==> config.mk <==
export PLATFORM = sky130hd
export DESIGN_NAME = siou_top
export DESIGN_NICKNAME = d
export VERILOG_FILES = /design/src/siou_top.v /design/src/siou_sync.v
export VERILOG_INCLUDE_DIRS = /design/src
export SDC_FILE = /design/constraint.sdc
export NUM_CORES = 1
export LEC_CHECK = 0
export ABC_AREA = 1
export BUFFER_PORTS_ARGS = -buffer_cell sky130_fd_sc_hd__buf_2
export CELL_PAD_IN_SITES_DETAIL_PLACEMENT = 1
export CELL_PAD_IN_SITES_GLOBAL_PLACEMENT = 1
export CORE_AREA = 3 3 236 168
export CTS_BUF_LIST = sky130_fd_sc_hd__clkbuf_16
export CTS_CLUSTER_DIAMETER = 40
export DETAILED_ROUTE_END_ITERATION = 6
export DIE_AREA = 0 0 239 171
export PLACE_DENSITY = 0.89
export SLEW_MARGIN = 20
export SYNTH_ARGS = -nofsm -noshare
export SYNTH_HDL_FRONTEND = slang
export SYNTH_SLANG_ARGS = --single-unit
==> constraint.sdc <==
create_clock -name clk -period 3.15 [get_ports clk]
set_input_delay 0.4725 -clock clk [delete_from_list [all_inputs] [get_ports clk]]
set_output_delay 0.4725 -clock clk [all_outputs]
set_load 0.03 [all_outputs]
==> src/siou_defines.vh <==
/*
 * Shared constants of the sixteen-in sixteen-out I/O unit: register
 * offsets, reset values, field positions and status codes.
 * Assumes inclusion by bare name from each design file.
 */
`ifndef SIOU_DEFINES_VH
`define SIOU_DEFINES_VH

// =====================================================================
// Register offsets (byte addresses, one aligned word each)
// =====================================================================
`define SIOU_ADDR_W          8
`define SIOU_OFS_DATA        8'h00
`define SIOU_OFS_DIR         8'h04
`define SIOU_OFS_POL         8'h08
`define SIOU_OFS_CTRL        8'h0C
`define SIOU_OFS_SYSSTAT     8'h10
`define SIOU_OFS_IRQSTAT     8'h14
`define SIOU_OFS_IRQMASK     8'h18
`define SIOU_OFS_CLKSEL      8'h1C
`define SIOU_OFS_UNITIDX     8'h20

// =====================================================================
// Reset values
// =====================================================================
`define SIOU_DIR_RST         32'hFFFF0000
`define SIOU_POL_RST         32'h00000000
`define SIOU_CTRL_RST        32'h00000000
`define SIOU_ZERO32          32'h00000000

// =====================================================================
// Field layout
// =====================================================================
`define SIOU_IN_LSB          0
`define SIOU_IN_MSB          15
`define SIOU_OUT_LSB         16
`define SIOU_OUT_MSB         31
`define SIOU_ERR_LSB         0
`define SIOU_ERR_MSB         3
`define SIOU_NOCLK_BIT       4
`define SIOU_SRC_BIT         5
`define SIOU_CLKSEL_EN_BIT   4

// =====================================================================
// Status codes and interrupt bits
// =====================================================================
`define SIOU_ERR_NONE        4'h0
`define SIOU_ERR_OVERLAP     4'h7
`define SIOU_IRQ_W           3
`define SIOU_IRQ_OVERLAP     0
`define SIOU_IRQ_NOCLK       1
`define SIOU_IRQ_INCHG       2
`define SIOU_NOCLK_LIMIT     8'hFF

`endif

==> src/siou_top.v <==
/*
 * Sixteen-in sixteen-out I/O unit: one I/O data word, direction,
 * polarity and control words, system status, clock source choice
 * and interrupts over a plain strobe register port.
 * Assumes a single 100 MHz clock; pins, peer mask and clock sense are
 * asynchronous and are synchronised here; the switch is caught once, unsynchronised.
 */
// The plain strobed port and the register offsets were decided locally.
`timescale 1ns/1ps
`include "siou_defines.vh"

module siou_top #(
    parameter NPTS = 16
) (
    input  wire                    clk,
    input  wire                    rst_n,
    input  wire                    ce,
    input  wire [`SIOU_ADDR_W-1:0] reg_addr,
    input  wire [31:0]             reg_wdata,
    input  wire                    reg_wr,
    input  wire                    reg_rd,
    output reg  [31:0]             reg_rdata_r,
    input  wire [3:0]              addr_switch,
    input  wire [15:0]             peer_index_mask,
    input  wire                    servo_clk_in,
    input  wire                    phase_clk_in,
    input  wire [NPTS-1:0]         input_point,
    output reg  [NPTS-1:0]         output_point_r,
    output reg  [NPTS-1:0]         input_led_r,
    output reg  [NPTS-1:0]         output_led_r,
    output reg                     clk_source_r,
    output reg                     power_indicator_r,
    output reg                     irq_r
);

    // =================================================================
    // Declarations
    // =================================================================
    wire [NPTS-1:0]  in_sync;        // Debounced input points
    wire [15:0]      peer_sync;      // Synchronised peer index mask
    wire [1:0]       clk_sync;       // Synchronised clock senses
    reg  [31:0]      data_r;         // Written output drive bits
    reg  [31:0]      dir_r;          // Direction word
    reg  [31:0]      pol_r;          // Polarity word
    reg  [31:0]      ctrl_r;         // Control word
    reg  [4:0]       clksel_r;       // Clock source override
    reg  [3:0]       unit_index_r;   // Latched switch value
    reg              idx_valid_r;    // Switch has been captured
    reg  [`SIOU_IRQ_W-1:0] irq_stat_r; // Sticky event bits
    reg  [`SIOU_IRQ_W-1:0] irq_mask_r; // Event enables
    reg  [3:0]       err_code_r;     // Configuration error code
    reg              noclk_r;        // No-clock flag
    reg  [7:0]       noclk_cnt_r;    // Cycles without a clock edge
    reg  [1:0]       clk_prev_r;     // Previous clock senses
    reg  [NPTS-1:0]  in_prev_r;      // Previous input states
    reg  [31:0]      rd_nxt;         // Read mux
    wire [31:0]      pins_word;      // Sampled pins in word layout
    wire [31:0]      view_word;      // Data word as software sees it
    wire             overlap;        // Another unit shares our index
    wire             src_default;    // We hold the smallest index
    wire             src_sel;        // This unit sources clocks
    wire             clk_edge;       // Any clock toggled
    wire [`SIOU_IRQ_W-1:0] ev;       // Event pulses

    // =================================================================
    // Helpers
    // =================================================================
    // Address compare used by both decode paths
    function hit;
        input [`SIOU_ADDR_W-1:0] a;
        input [`SIOU_ADDR_W-1:0] ofs;
        begin
            hit = (a == ofs);
        end
    endfunction

    // Masked merge: take b where m is set, else a
    function [31:0] merge;
        input [31:0] a;
        input [31:0] b;
        input [31:0] m;
        begin
            merge = (a & ~m) | (b & m);
        end
    endfunction

    // =================================================================
    // Synchronisers
    // =================================================================
    siou_sync #(.W(NPTS)) u_in_sync (
        .clk    (clk),
        .rst_n  (rst_n),
        .ce     (ce),
        .din    (input_point),
        .dout_r (in_sync)
    );

    siou_sync #(.W(16)) u_peer_sync (
        .clk    (clk),
        .rst_n  (rst_n),
        .ce     (ce),
        .din    (peer_index_mask),
        .dout_r (peer_sync)
    );

    siou_sync #(.W(2)) u_clk_sync (
        .clk    (clk),
        .rst_n  (rst_n),
        .ce     (ce),
        .din    ({phase_clk_in, servo_clk_in}),
        .dout_r (clk_sync)
    );

    // =================================================================
    // Switch capture
    // =================================================================
    // Switch is a strap: caught once after reset release, not under it
    always @(posedge clk or negedge rst_n) begin
        if (!rst_n) begin
            unit_index_r <= 4'h0;
            idx_valid_r  <= 1'b0;
        end else if (ce && !idx_valid_r) begin
            unit_index_r <= addr_switch;
            idx_valid_r  <= 1'b1;
        end
    end

    // =================================================================
    // System status
    // =================================================================
    // Peer mask bit n is high when some other unit claims index n
    assign overlap = idx_valid_r & peer_sync[unit_index_r];

    // Default source: no peer holds a smaller index
    assign src_default = ((peer_sync & ((16'h0001 << unit_index_r)
                          - 16'h0001)) == 16'h0000);
    assign src_sel = clksel_r[`SIOU_CLKSEL_EN_BIT] ?
                     (clksel_r[3:0] == unit_index_r) : src_default;

    assign clk_edge = |(clk_sync ^ clk_prev_r);

    // Error code and no-clock watchdog; a non-source unit whose
    // clock stays still is taken as a source outside the CPU rack
    always @(posedge clk or negedge rst_n) begin
        if (!rst_n) begin
            err_code_r   <= `SIOU_ERR_NONE;
            noclk_r      <= 1'b0;
            noclk_cnt_r  <= 8'h00;
            clk_prev_r   <= 2'b00;
            clk_source_r <= 1'b0;
        end else if (ce) begin
            clk_prev_r   <= clk_sync;
            clk_source_r <= idx_valid_r & src_sel;
            err_code_r   <= overlap ? `SIOU_ERR_OVERLAP
                                    : `SIOU_ERR_NONE;
            if (clk_edge || clk_source_r) begin
                noclk_cnt_r <= 8'h00;
                noclk_r     <= 1'b0;
            end else if (noclk_cnt_r == `SIOU_NOCLK_LIMIT) begin
                noclk_r     <= 1'b1;
            end else begin
                noclk_cnt_r <= noclk_cnt_r + 8'h01;
            end
        end
    end

    // =================================================================
    // Data word
    // =================================================================
    // Inputs low half, outputs high half, polarity applied on read of direction-zero bits only
    assign pins_word = {output_point_r, in_sync};
    assign view_word = merge(pins_word ^ pol_r, data_r, dir_r);

    assign ev[`SIOU_IRQ_OVERLAP] = overlap & (err_code_r != `SIOU_ERR_OVERLAP);
    assign ev[`SIOU_IRQ_NOCLK]   = ~noclk_r & ~clk_edge & ~clk_source_r
                                   & (noclk_cnt_r == `SIOU_NOCLK_LIMIT);
    assign ev[`SIOU_IRQ_INCHG]   = |(in_sync ^ in_prev_r);

    // =================================================================
    // Register writes
    // =================================================================
    // Only direction-one bits take written data
    always @(posedge clk or negedge rst_n) begin
        if (!rst_n) begin
            data_r     <= `SIOU_ZERO32;
            dir_r      <= `SIOU_DIR_RST;
            pol_r      <= `SIOU_POL_RST;
            ctrl_r     <= `SIOU_CTRL_RST;
            clksel_r   <= 5'h00;
            irq_mask_r <= {`SIOU_IRQ_W{1'b0}};
            irq_stat_r <= {`SIOU_IRQ_W{1'b0}};
            in_prev_r  <= {NPTS{1'b0}};
        end else if (ce) begin
            in_prev_r <= in_sync;
            if (reg_wr) begin
                if (hit(reg_addr, `SIOU_OFS_DATA)) begin
                    data_r <= merge(data_r, reg_wdata, dir_r);
                end else if (hit(reg_addr, `SIOU_OFS_DIR)) begin
                    dir_r <= reg_wdata;
                end else if (hit(reg_addr, `SIOU_OFS_POL)) begin
                    pol_r <= reg_wdata;
                end else if (hit(reg_addr, `SIOU_OFS_CTRL)) begin
                    ctrl_r <= reg_wdata;
                end else if (hit(reg_addr, `SIOU_OFS_CLKSEL)) begin
                    clksel_r <= reg_wdata[4:0];
                end else if (hit(reg_addr, `SIOU_OFS_IRQMASK)) begin
                    irq_mask_r <= reg_wdata[`SIOU_IRQ_W-1:0];
                end
            end
            // Set wins over a same-cycle write-one clear
            if (reg_wr && hit(reg_addr, `SIOU_OFS_IRQSTAT)) begin
                irq_stat_r <= (irq_stat_r & ~reg_wdata[`SIOU_IRQ_W-1:0])
                              | ev;
            end else begin
                irq_stat_r <= irq_stat_r | ev;
            end
        end
    end

    // =================================================================
    // Read path
    // =================================================================
    // Unmapped addresses read as zero
    always @* begin
        rd_nxt = `SIOU_ZERO32;
        if (hit(reg_addr, `SIOU_OFS_DATA)) begin
            rd_nxt = view_word;
        end else if (hit(reg_addr, `SIOU_OFS_DIR)) begin
            rd_nxt = dir_r;
        end else if (hit(reg_addr, `SIOU_OFS_POL)) begin
            rd_nxt = pol_r;
        end else if (hit(reg_addr, `SIOU_OFS_CTRL)) begin
            rd_nxt = ctrl_r;
        end else if (hit(reg_addr, `SIOU_OFS_SYSSTAT)) begin
            rd_nxt[`SIOU_ERR_MSB:`SIOU_ERR_LSB] = err_code_r;
            rd_nxt[`SIOU_NOCLK_BIT] = noclk_r;
            rd_nxt[`SIOU_SRC_BIT]   = clk_source_r;
        end else if (hit(reg_addr, `SIOU_OFS_IRQSTAT)) begin
            rd_nxt[`SIOU_IRQ_W-1:0] = irq_stat_r;
        end else if (hit(reg_addr, `SIOU_OFS_IRQMASK)) begin
            rd_nxt[`SIOU_IRQ_W-1:0] = irq_mask_r;
        end else if (hit(reg_addr, `SIOU_OFS_CLKSEL)) begin
            rd_nxt[4:0] = clksel_r;
        end else if (hit(reg_addr, `SIOU_OFS_UNITIDX)) begin
            rd_nxt[3:0] = unit_index_r;
        end
    end

    // =================================================================
    // Outputs
    // =================================================================
    // Read data stands one cycle only; pins and lamps are registered
    always @(posedge clk or negedge rst_n) begin
        if (!rst_n) begin
            reg_rdata_r       <= `SIOU_ZERO32;
            output_point_r    <= {NPTS{1'b0}};
            input_led_r       <= {NPTS{1'b0}};
            output_led_r      <= {NPTS{1'b0}};
            power_indicator_r <= 1'b0;
            irq_r             <= 1'b0;
        end else if (ce) begin
            reg_rdata_r    <= reg_rd ? rd_nxt : `SIOU_ZERO32;
            // Undriven output bits stay off; polarity flips the drive
            output_point_r <= (data_r[`SIOU_OUT_MSB:`SIOU_OUT_LSB]
                               ^ pol_r[`SIOU_OUT_MSB:`SIOU_OUT_LSB])
                              & dir_r[`SIOU_OUT_MSB:`SIOU_OUT_LSB];
            input_led_r    <= in_sync;
            output_led_r   <= output_point_r;
            power_indicator_r <= 1'b1;
            irq_r          <= |(irq_stat_r & irq_mask_r);
        end
    end

endmodule // siou_top

==> src/siou_sync.v <==
/*
 * Three-stage input synchroniser for a bus of pins; a change is taken
 * only once the second and third stages agree.
 * Assumes pins are asynchronous to clk.
 */
`timescale 1ns/1ps
`include "siou_defines.vh"

module siou_sync #(
    parameter W = 16
) (
    input  wire         clk,
    input  wire         rst_n,
    input  wire         ce,
    input  wire [W-1:0] din,
    output reg  [W-1:0] dout_r
);

    // =================================================================
    // Stages
    // =================================================================
    reg [W-1:0] s1_r;   // Metastable stage, read only by s2
    reg [W-1:0] s2_r;   // Second stage
    reg [W-1:0] s3_r;   // Third stage

    // Shift and filter: per bit, update only where s2 and s3 agree
    always @(posedge clk or negedge rst_n) begin
        if (!rst_n) begin
            s1_r   <= {W{1'b0}};
            s2_r   <= {W{1'b0}};
            s3_r   <= {W{1'b0}};
            dout_r <= {W{1'b0}};
        end else if (ce) begin
            s1_r   <= din;
            s2_r   <= s1_r;
            s3_r   <= s2_r;
            dout_r <= (s2_r & s3_r) | (dout_r & (s2_r | s3_r));
        end
    end

endmodule // siou_sync

# After elaboration in Yosys (flattened, before gate mapping)
# Cells that the tools add are included.
classes:
  add_sub_neg: 2
  magnitude_cmp: 1
  eq_ne: 12
  shifts: 1
  n_mux: 24
  bitwise_logic: 44
  n_reduce_logical: 18
ops:
  columns: ["cell", "n"]
  rows:
  - ["$and A32 B32 Y32", 4]
  - ["$mux W32", 4]
  - ["$and A16 B16 Y16", 6]
  - ["$or A16 B16 Y16", 4]
  - ["$or A32 B32 Y32", 2]
  - ["$eq A8 B5 Y1 const B", 4]
  - ["$not A32 Y32", 1]
  - ["$xor A16 B16 Y16", 2]
  - ["$xor A32 B32 Y32", 1]
  - ["$mux W26", 1]
  - ["$eq A8 B4 Y1 const B", 2]
  - ["$logic_not A16 Y1", 1]
  - ["$mux W8", 2]
  - ["$reduce_or A16 Y1", 1]
  - ["$shl A1 B4 Y16 const A", 1]
  - ["$sub A16 B1 Y16 const B", 1]
  - ["$mux W3", 4]
  - ["$add A8 B1 Y8 const B", 1]
  - ["$eq A8 B3 Y1 const B", 1]
  - ["$eq A8 B6 Y1 const B", 1]
  - ["$eq A8 B8 Y1 const B", 1]
  - ["$logic_not A8 Y1", 1]
  - ["$mux W4", 2]
  - ["$not A1 Y1", 8]
  - ["other kinds (29)", 46]
totals:
  regBits: 378
  output_inout_bits: 83
  word_cells: 134

# Longest topological paths before layout
depth:
  ltp_word: 11
  depth_mapped: 15
  ltp_nobuf: 14

# Hierarchy
# A second synthesis with hierarchy kept.
hier_totals:
  hier_cells: 2198
  hier_area_um2: 17588.1
by_module_without_submodules:
  columns: ["mod", "n_inst", "cells_each", "area_per_inst_um2", "seq_area_each_um2"]
  rows:
  - ["siou_top", 1, 1488, 11796.3, 6000.8]
  - ["siou_sync at u_in_sync ...", 2, 334, 2705.1, 1601.5]
  - ["siou_sync at u_clk_sync", 1, 42, 381.6, 200.2]

# Least setup slack after synthesis
# Ideal clock, no wire load.
synth_timing:
  path_kind: "register to register"
  from: "reg unit_index_r[1]"
  to: "reg clk_source_r"
  setup_ns: 0.117
  arrival_ns: 1.687
  t_required_ns: 3.033
  path_slack_ns: 1.347
  path_stages_with_launch: 15
  n_path_buf: 1
  period_less_slack_ns: 1.803
  cell_sequence: "dfrtp_1 -> buf_2 -> nor2_1 -> nand2_1 -> ha_1 -> inv_1 -> a21oi_1 -> nand3_1 -> nand2_1 -> o21ai_1 -> inv_1 -> nand3_1 -> nand2_1 -> nand2_1 -> nand2_1"
synth_between:
  elab_chain_len: 6
  word_cells_on_any_way: 7
  classes_between: "add/sub (1); eq/ne (1); shift (1); mux (1); bitwise (2); reduce/logical (1)"
synth_lines:
  columns: ["item", "line", "text"]
  rows:
  - ["from (decl)", "siou_top.v:47", "reg [3:0] unit_index_r;"]
  - ["from (signal assigned)", "siou_top.v:123", "unit_index_r <= addr_switch;"]
  - ["$shl A1 B4 Y16", "siou_top.v:135", "assign src_default = ((peer_sync & ((16'h0001 << unit_index_r)"]
  - ["$sub A16 B1 Y16", "siou_top.v:136", "- 16'h0001)) == 16'h0000);"]
  - ["$and A16 B16 Y16", "siou_top.v:135", null]
  - ["$logic_not A16 Y1", "siou_top.v:135", null]
  - ["$mux W1 *", "siou_top.v:137", "assign src_sel = clksel_r[`SIOU_CLKSEL_EN_BIT] ?"]
  - ["$and A1 B1 Y1 *", "siou_top.v:153", "clk_source_r <= idx_valid_r & src_sel;"]
  - ["to (signal assigned)", "siou_top.v:153", null]
  - ["to (decl)", "siou_top.v:31", "output reg clk_source_r,"]
# Every way passes the cells marked *; elsewhere a longest branch is shown, timed or not.
# A chain may end at the register's enable or synchronous reset.

# Worst setup path after layout
# Same ends and word-level chain as after synthesis.

==> results.md <==
* Status: finished clean
* Cells after synthesis at 1989
* Routed length per instance at 19.82 µm
* Starting density of the core at 0.4512
* Clock sink total at 375
* Warnings from Yosys at 0
* Die Area at 40870 µm²
* Synthesis-to-layout area growth at 16.49%
* Drt first pass iters at 5
* CTS tree: built
* Ports at 166
* Via density at 5.605
* Cts hold-fix bufs at 1
* Cell Pwr Density at 618.2 nW/µm²
* Post-Layout Cell Count at 2661
* Setup bufs post-CTS at 0
* Place WS at 575.2 ps
* Post-CTS sizing at 0
* Initial antenna violation count at 0
* Gr usage total at 0.2623
* CORE AREA at 37350 µm²
* Crit. End Element: flip-flop
* First-pass GRT wire length at 85.72 mm
* Max-slew violations at 0
* Clock Latency Late Sink at 580 ps
* Ant diodes at 0
* CP Class: reg2reg
* Cell area after synthesis at 16850 µm²
* Clock Pin Slew Worst Setup and Hold Paths at 60 ps
* FMAX at 0.4257 GHz
* Startpoint types: flip-flop
* TritonCTS Buffers at 46
* CP Buf/Inv Count at 1
* Tcrit/Tclk final at 0.7457
* IO buf count at 165
* Largest net degree at the start of global routing at 87
* Crit Path Max Fanout at 13
* Crit-path cells: nor2_2, nand2_1, ha_1, inv_1, o21ai_0, nand3_1, nand4_1, nor2_1, nand3_1, nand2_1, nand2_1, nand2_1
* Netlist cell types at 40
* Clock tree buffer depth at 3
* FF/Latch Area at 9404 µm²
* Syn Nets at 2074
* Max VDD drop at 425.7 µV
* Slowest CP cell: dfrtp_1
* Placed cells at 2575
* DR DRC count at 0
* Synthesized area per cell at 8.474 µm²
* Vias in the first global route at 16103
* Worst-margin pin slew at 802.4 ps
* Placement-stage cell area at 18100 µm²
* Final hold viol count at 0
* Sequential element share of the synthesized area at 0.5579
* Slew HR at 0.4651
* Nets at 2221
* Total negative slack at 0 ps
* Routed WL at 52.74 mm
* Via count at 14916
* Post-route cell area at 19640 µm²
* Max incr delay on CP at 560 ps
* Unrepaired setup endpoints after global routing: false
* DRT iter0 DRCs at 999
* Count of final setup violators at 0
* DRT antenna net count at 0
* Critical path's top delay family: simple AND/OR/NAND/NOR gates
* Max-cap violation count at 0
* Die Span Y at 171 µm
* Critical path data arrival time at 2860 ps
* Area of the multi-input gates at 6444 µm²
* Fill count at 4447
* Worst hold path type: in2reg
* CP required at 3660 ps
* CP most frequent cell: nand2_1
* Hpwl dp at 33.84 mm
* Number of synthesized register bits at 375
* Cell Rows at 59
* Minimum clock period at 2349 ps
* Final Skew at 23.31 ps
* Setup ws final at 801.0 ps
* Grt total ovfl at 0
* Commonest non-fill, non-tap cells in the layout: 587 x nand2_1, 359 x dfrtp_1, 283 x o21ai_0
* Leak at 0.009616 µW
* Layout cells sized above 1 at 0.1431
* Commonest non-fill, non-tap cell in the layout: nand2_1
* GPL Wtd Cong at 0.8296
* H-tree lvl count at 2
* CTS root buffer: clkbuf_16
* DIE WIDTH at 239 µm
[area by class of cell]
cell class | instances | area share
Timing Repair Buffer | 188 | 0.05499
Inverter | 148 | 0.02893
Sequential cell | 375 | 0.4789
Tap cell | 488 | 0.03110
Clock inverter | 39 | 0.01924
Clock buffer | 46 | 0.05862
Multi-Input combinational cell | 1377 | 0.3282
[power by group]
group | internal, µW | switching [µW]
registers | 5180 | 389
clock network | 3050 | 2250
logic | 402 | 861
[synthesized netlist by cell type (all sizes together)]
cell / n / area share
inv: 148 / 0.033
nor3: 8 / 0.0024
nand2: 592 / 0.13
o21a: 1 / 0.00045
dfrtp: 359 / 0.53
o211ai: 34 / 0.015
or2: 7 / 0.0026
nor2: 123 / 0.032
dfstp: 16 / 0.025
a22o: 1 / 0.00052
o31ai: 2 / 0.00089
o22ai: 29 / 0.011
nor4: 3 / 0.0011
a21oi: 82 / 0.024
o21ai: 342 / 0.10
a22oi: 9 / 0.0040
buf: 63 / 0.021
xnor2: 13 / 0.0068
a31oi: 2 / 0.00074
mux2: 1 / 0.00067
xor2: 14 / 0.0073
ha: 2 / 0.0015
clkbuf: 26 / 0.0059
nand4: 9 / 0.0033
nand3: 103 / 0.032
[kinds of logic after synthesis]
family	Yosys count	synth area share
AND/OR/NAND/NOR	845	0.2074
flip-flops	375	0.5579
AO/OA/AOI/OAI	502	0.1584
buffers and inverters	237	0.06005
multiplexers	1	0.0006681
XOR/XNOR	27	0.01403
adder cells (fa/ha/maj)	2	0.001484
[state kept, by name, summed over array words and instances, names as in the netlist, 16 cells and up, named ones only]
signal and count:
u_peer_sync.s1_r 16, output_led_r 16, u_peer_sync.s3_r 16, pol_r 32, ctrl_r 32, output_point_r 16
u_in_sync.s3_r 16, u_in_sync.s2_r 16, u_in_sync.dout_r 16, dir_r 32, input_led_r 16, u_peer_sync.s2_r 16
u_peer_sync.dout_r 16, u_in_sync.s1_r 16, reg_rdata_r 32
[worst reg2reg max path, stage by stage (launching register included)]
cell and delay, ps:
dfrtp_1 560, nor2_2 420, nand2_1 130, ha_1 250, inv_1 110, o21ai_0 140, nand3_1 100, nand4_1 110
nor2_1 130, nand3_1 120, nand2_1 90, nand2_1 60, nand2_1 60
[metrics by stage]
stage | utilization | power (µW) | hold slack (ps)
2_1_floorplan | - | 6272 | 176.9
3_3_place_gp | 0.4845 | 6764 | 440.6
3_5_place_dp | 0.4845 | 6886 | 452.9
4_1_cts | 0.5257 | 12240 | 83.77
5_1_grt | 0.5257 | 12650 | 102.0
6_report | 0.5257 | 12140 | 109.2
[metal layers]
metal	vias to the layer above	part of all wire	GRT usage	routed length, µm
li1	6856	-	-	-
met1	7552	0.43	0.3375	22430
met2	401	0.49	0.4516	26040
met3	107	0.052	0.04512	2727
met4	0	0.029	0.09115	1539
met5	-	0	0	0
[final timing paths]
kind	start	end	slack [ps]	cells past startpoint
worst max-delay path	unit_index_r[1]$_DFFE_PN0P_	clk_source_r$_DFFE_PN0P_	800	12
worst min-delay path	peer_index_mask[15]	u_peer_sync.s1_r[15]$_DFFE_PN0P_	110	3
worst max register to register	unit_index_r[1]$_DFFE_PN0P_	clk_source_r$_DFFE_PN0P_	800	12
worst min register to register	err_code_r[1]$_DFFE_PN0P_	irq_stat_r[0]$_DFFE_PN0P_	460	1
max in group asynchronous	rst_n	dir_r[20]$_DFFE_PN1P_	1680	3
min in group asynchronous	rst_n	reg_rdata_r[29]$_DFFE_PN0P_	460	2
No activity file was read; power rests on OpenSTA's default activity.
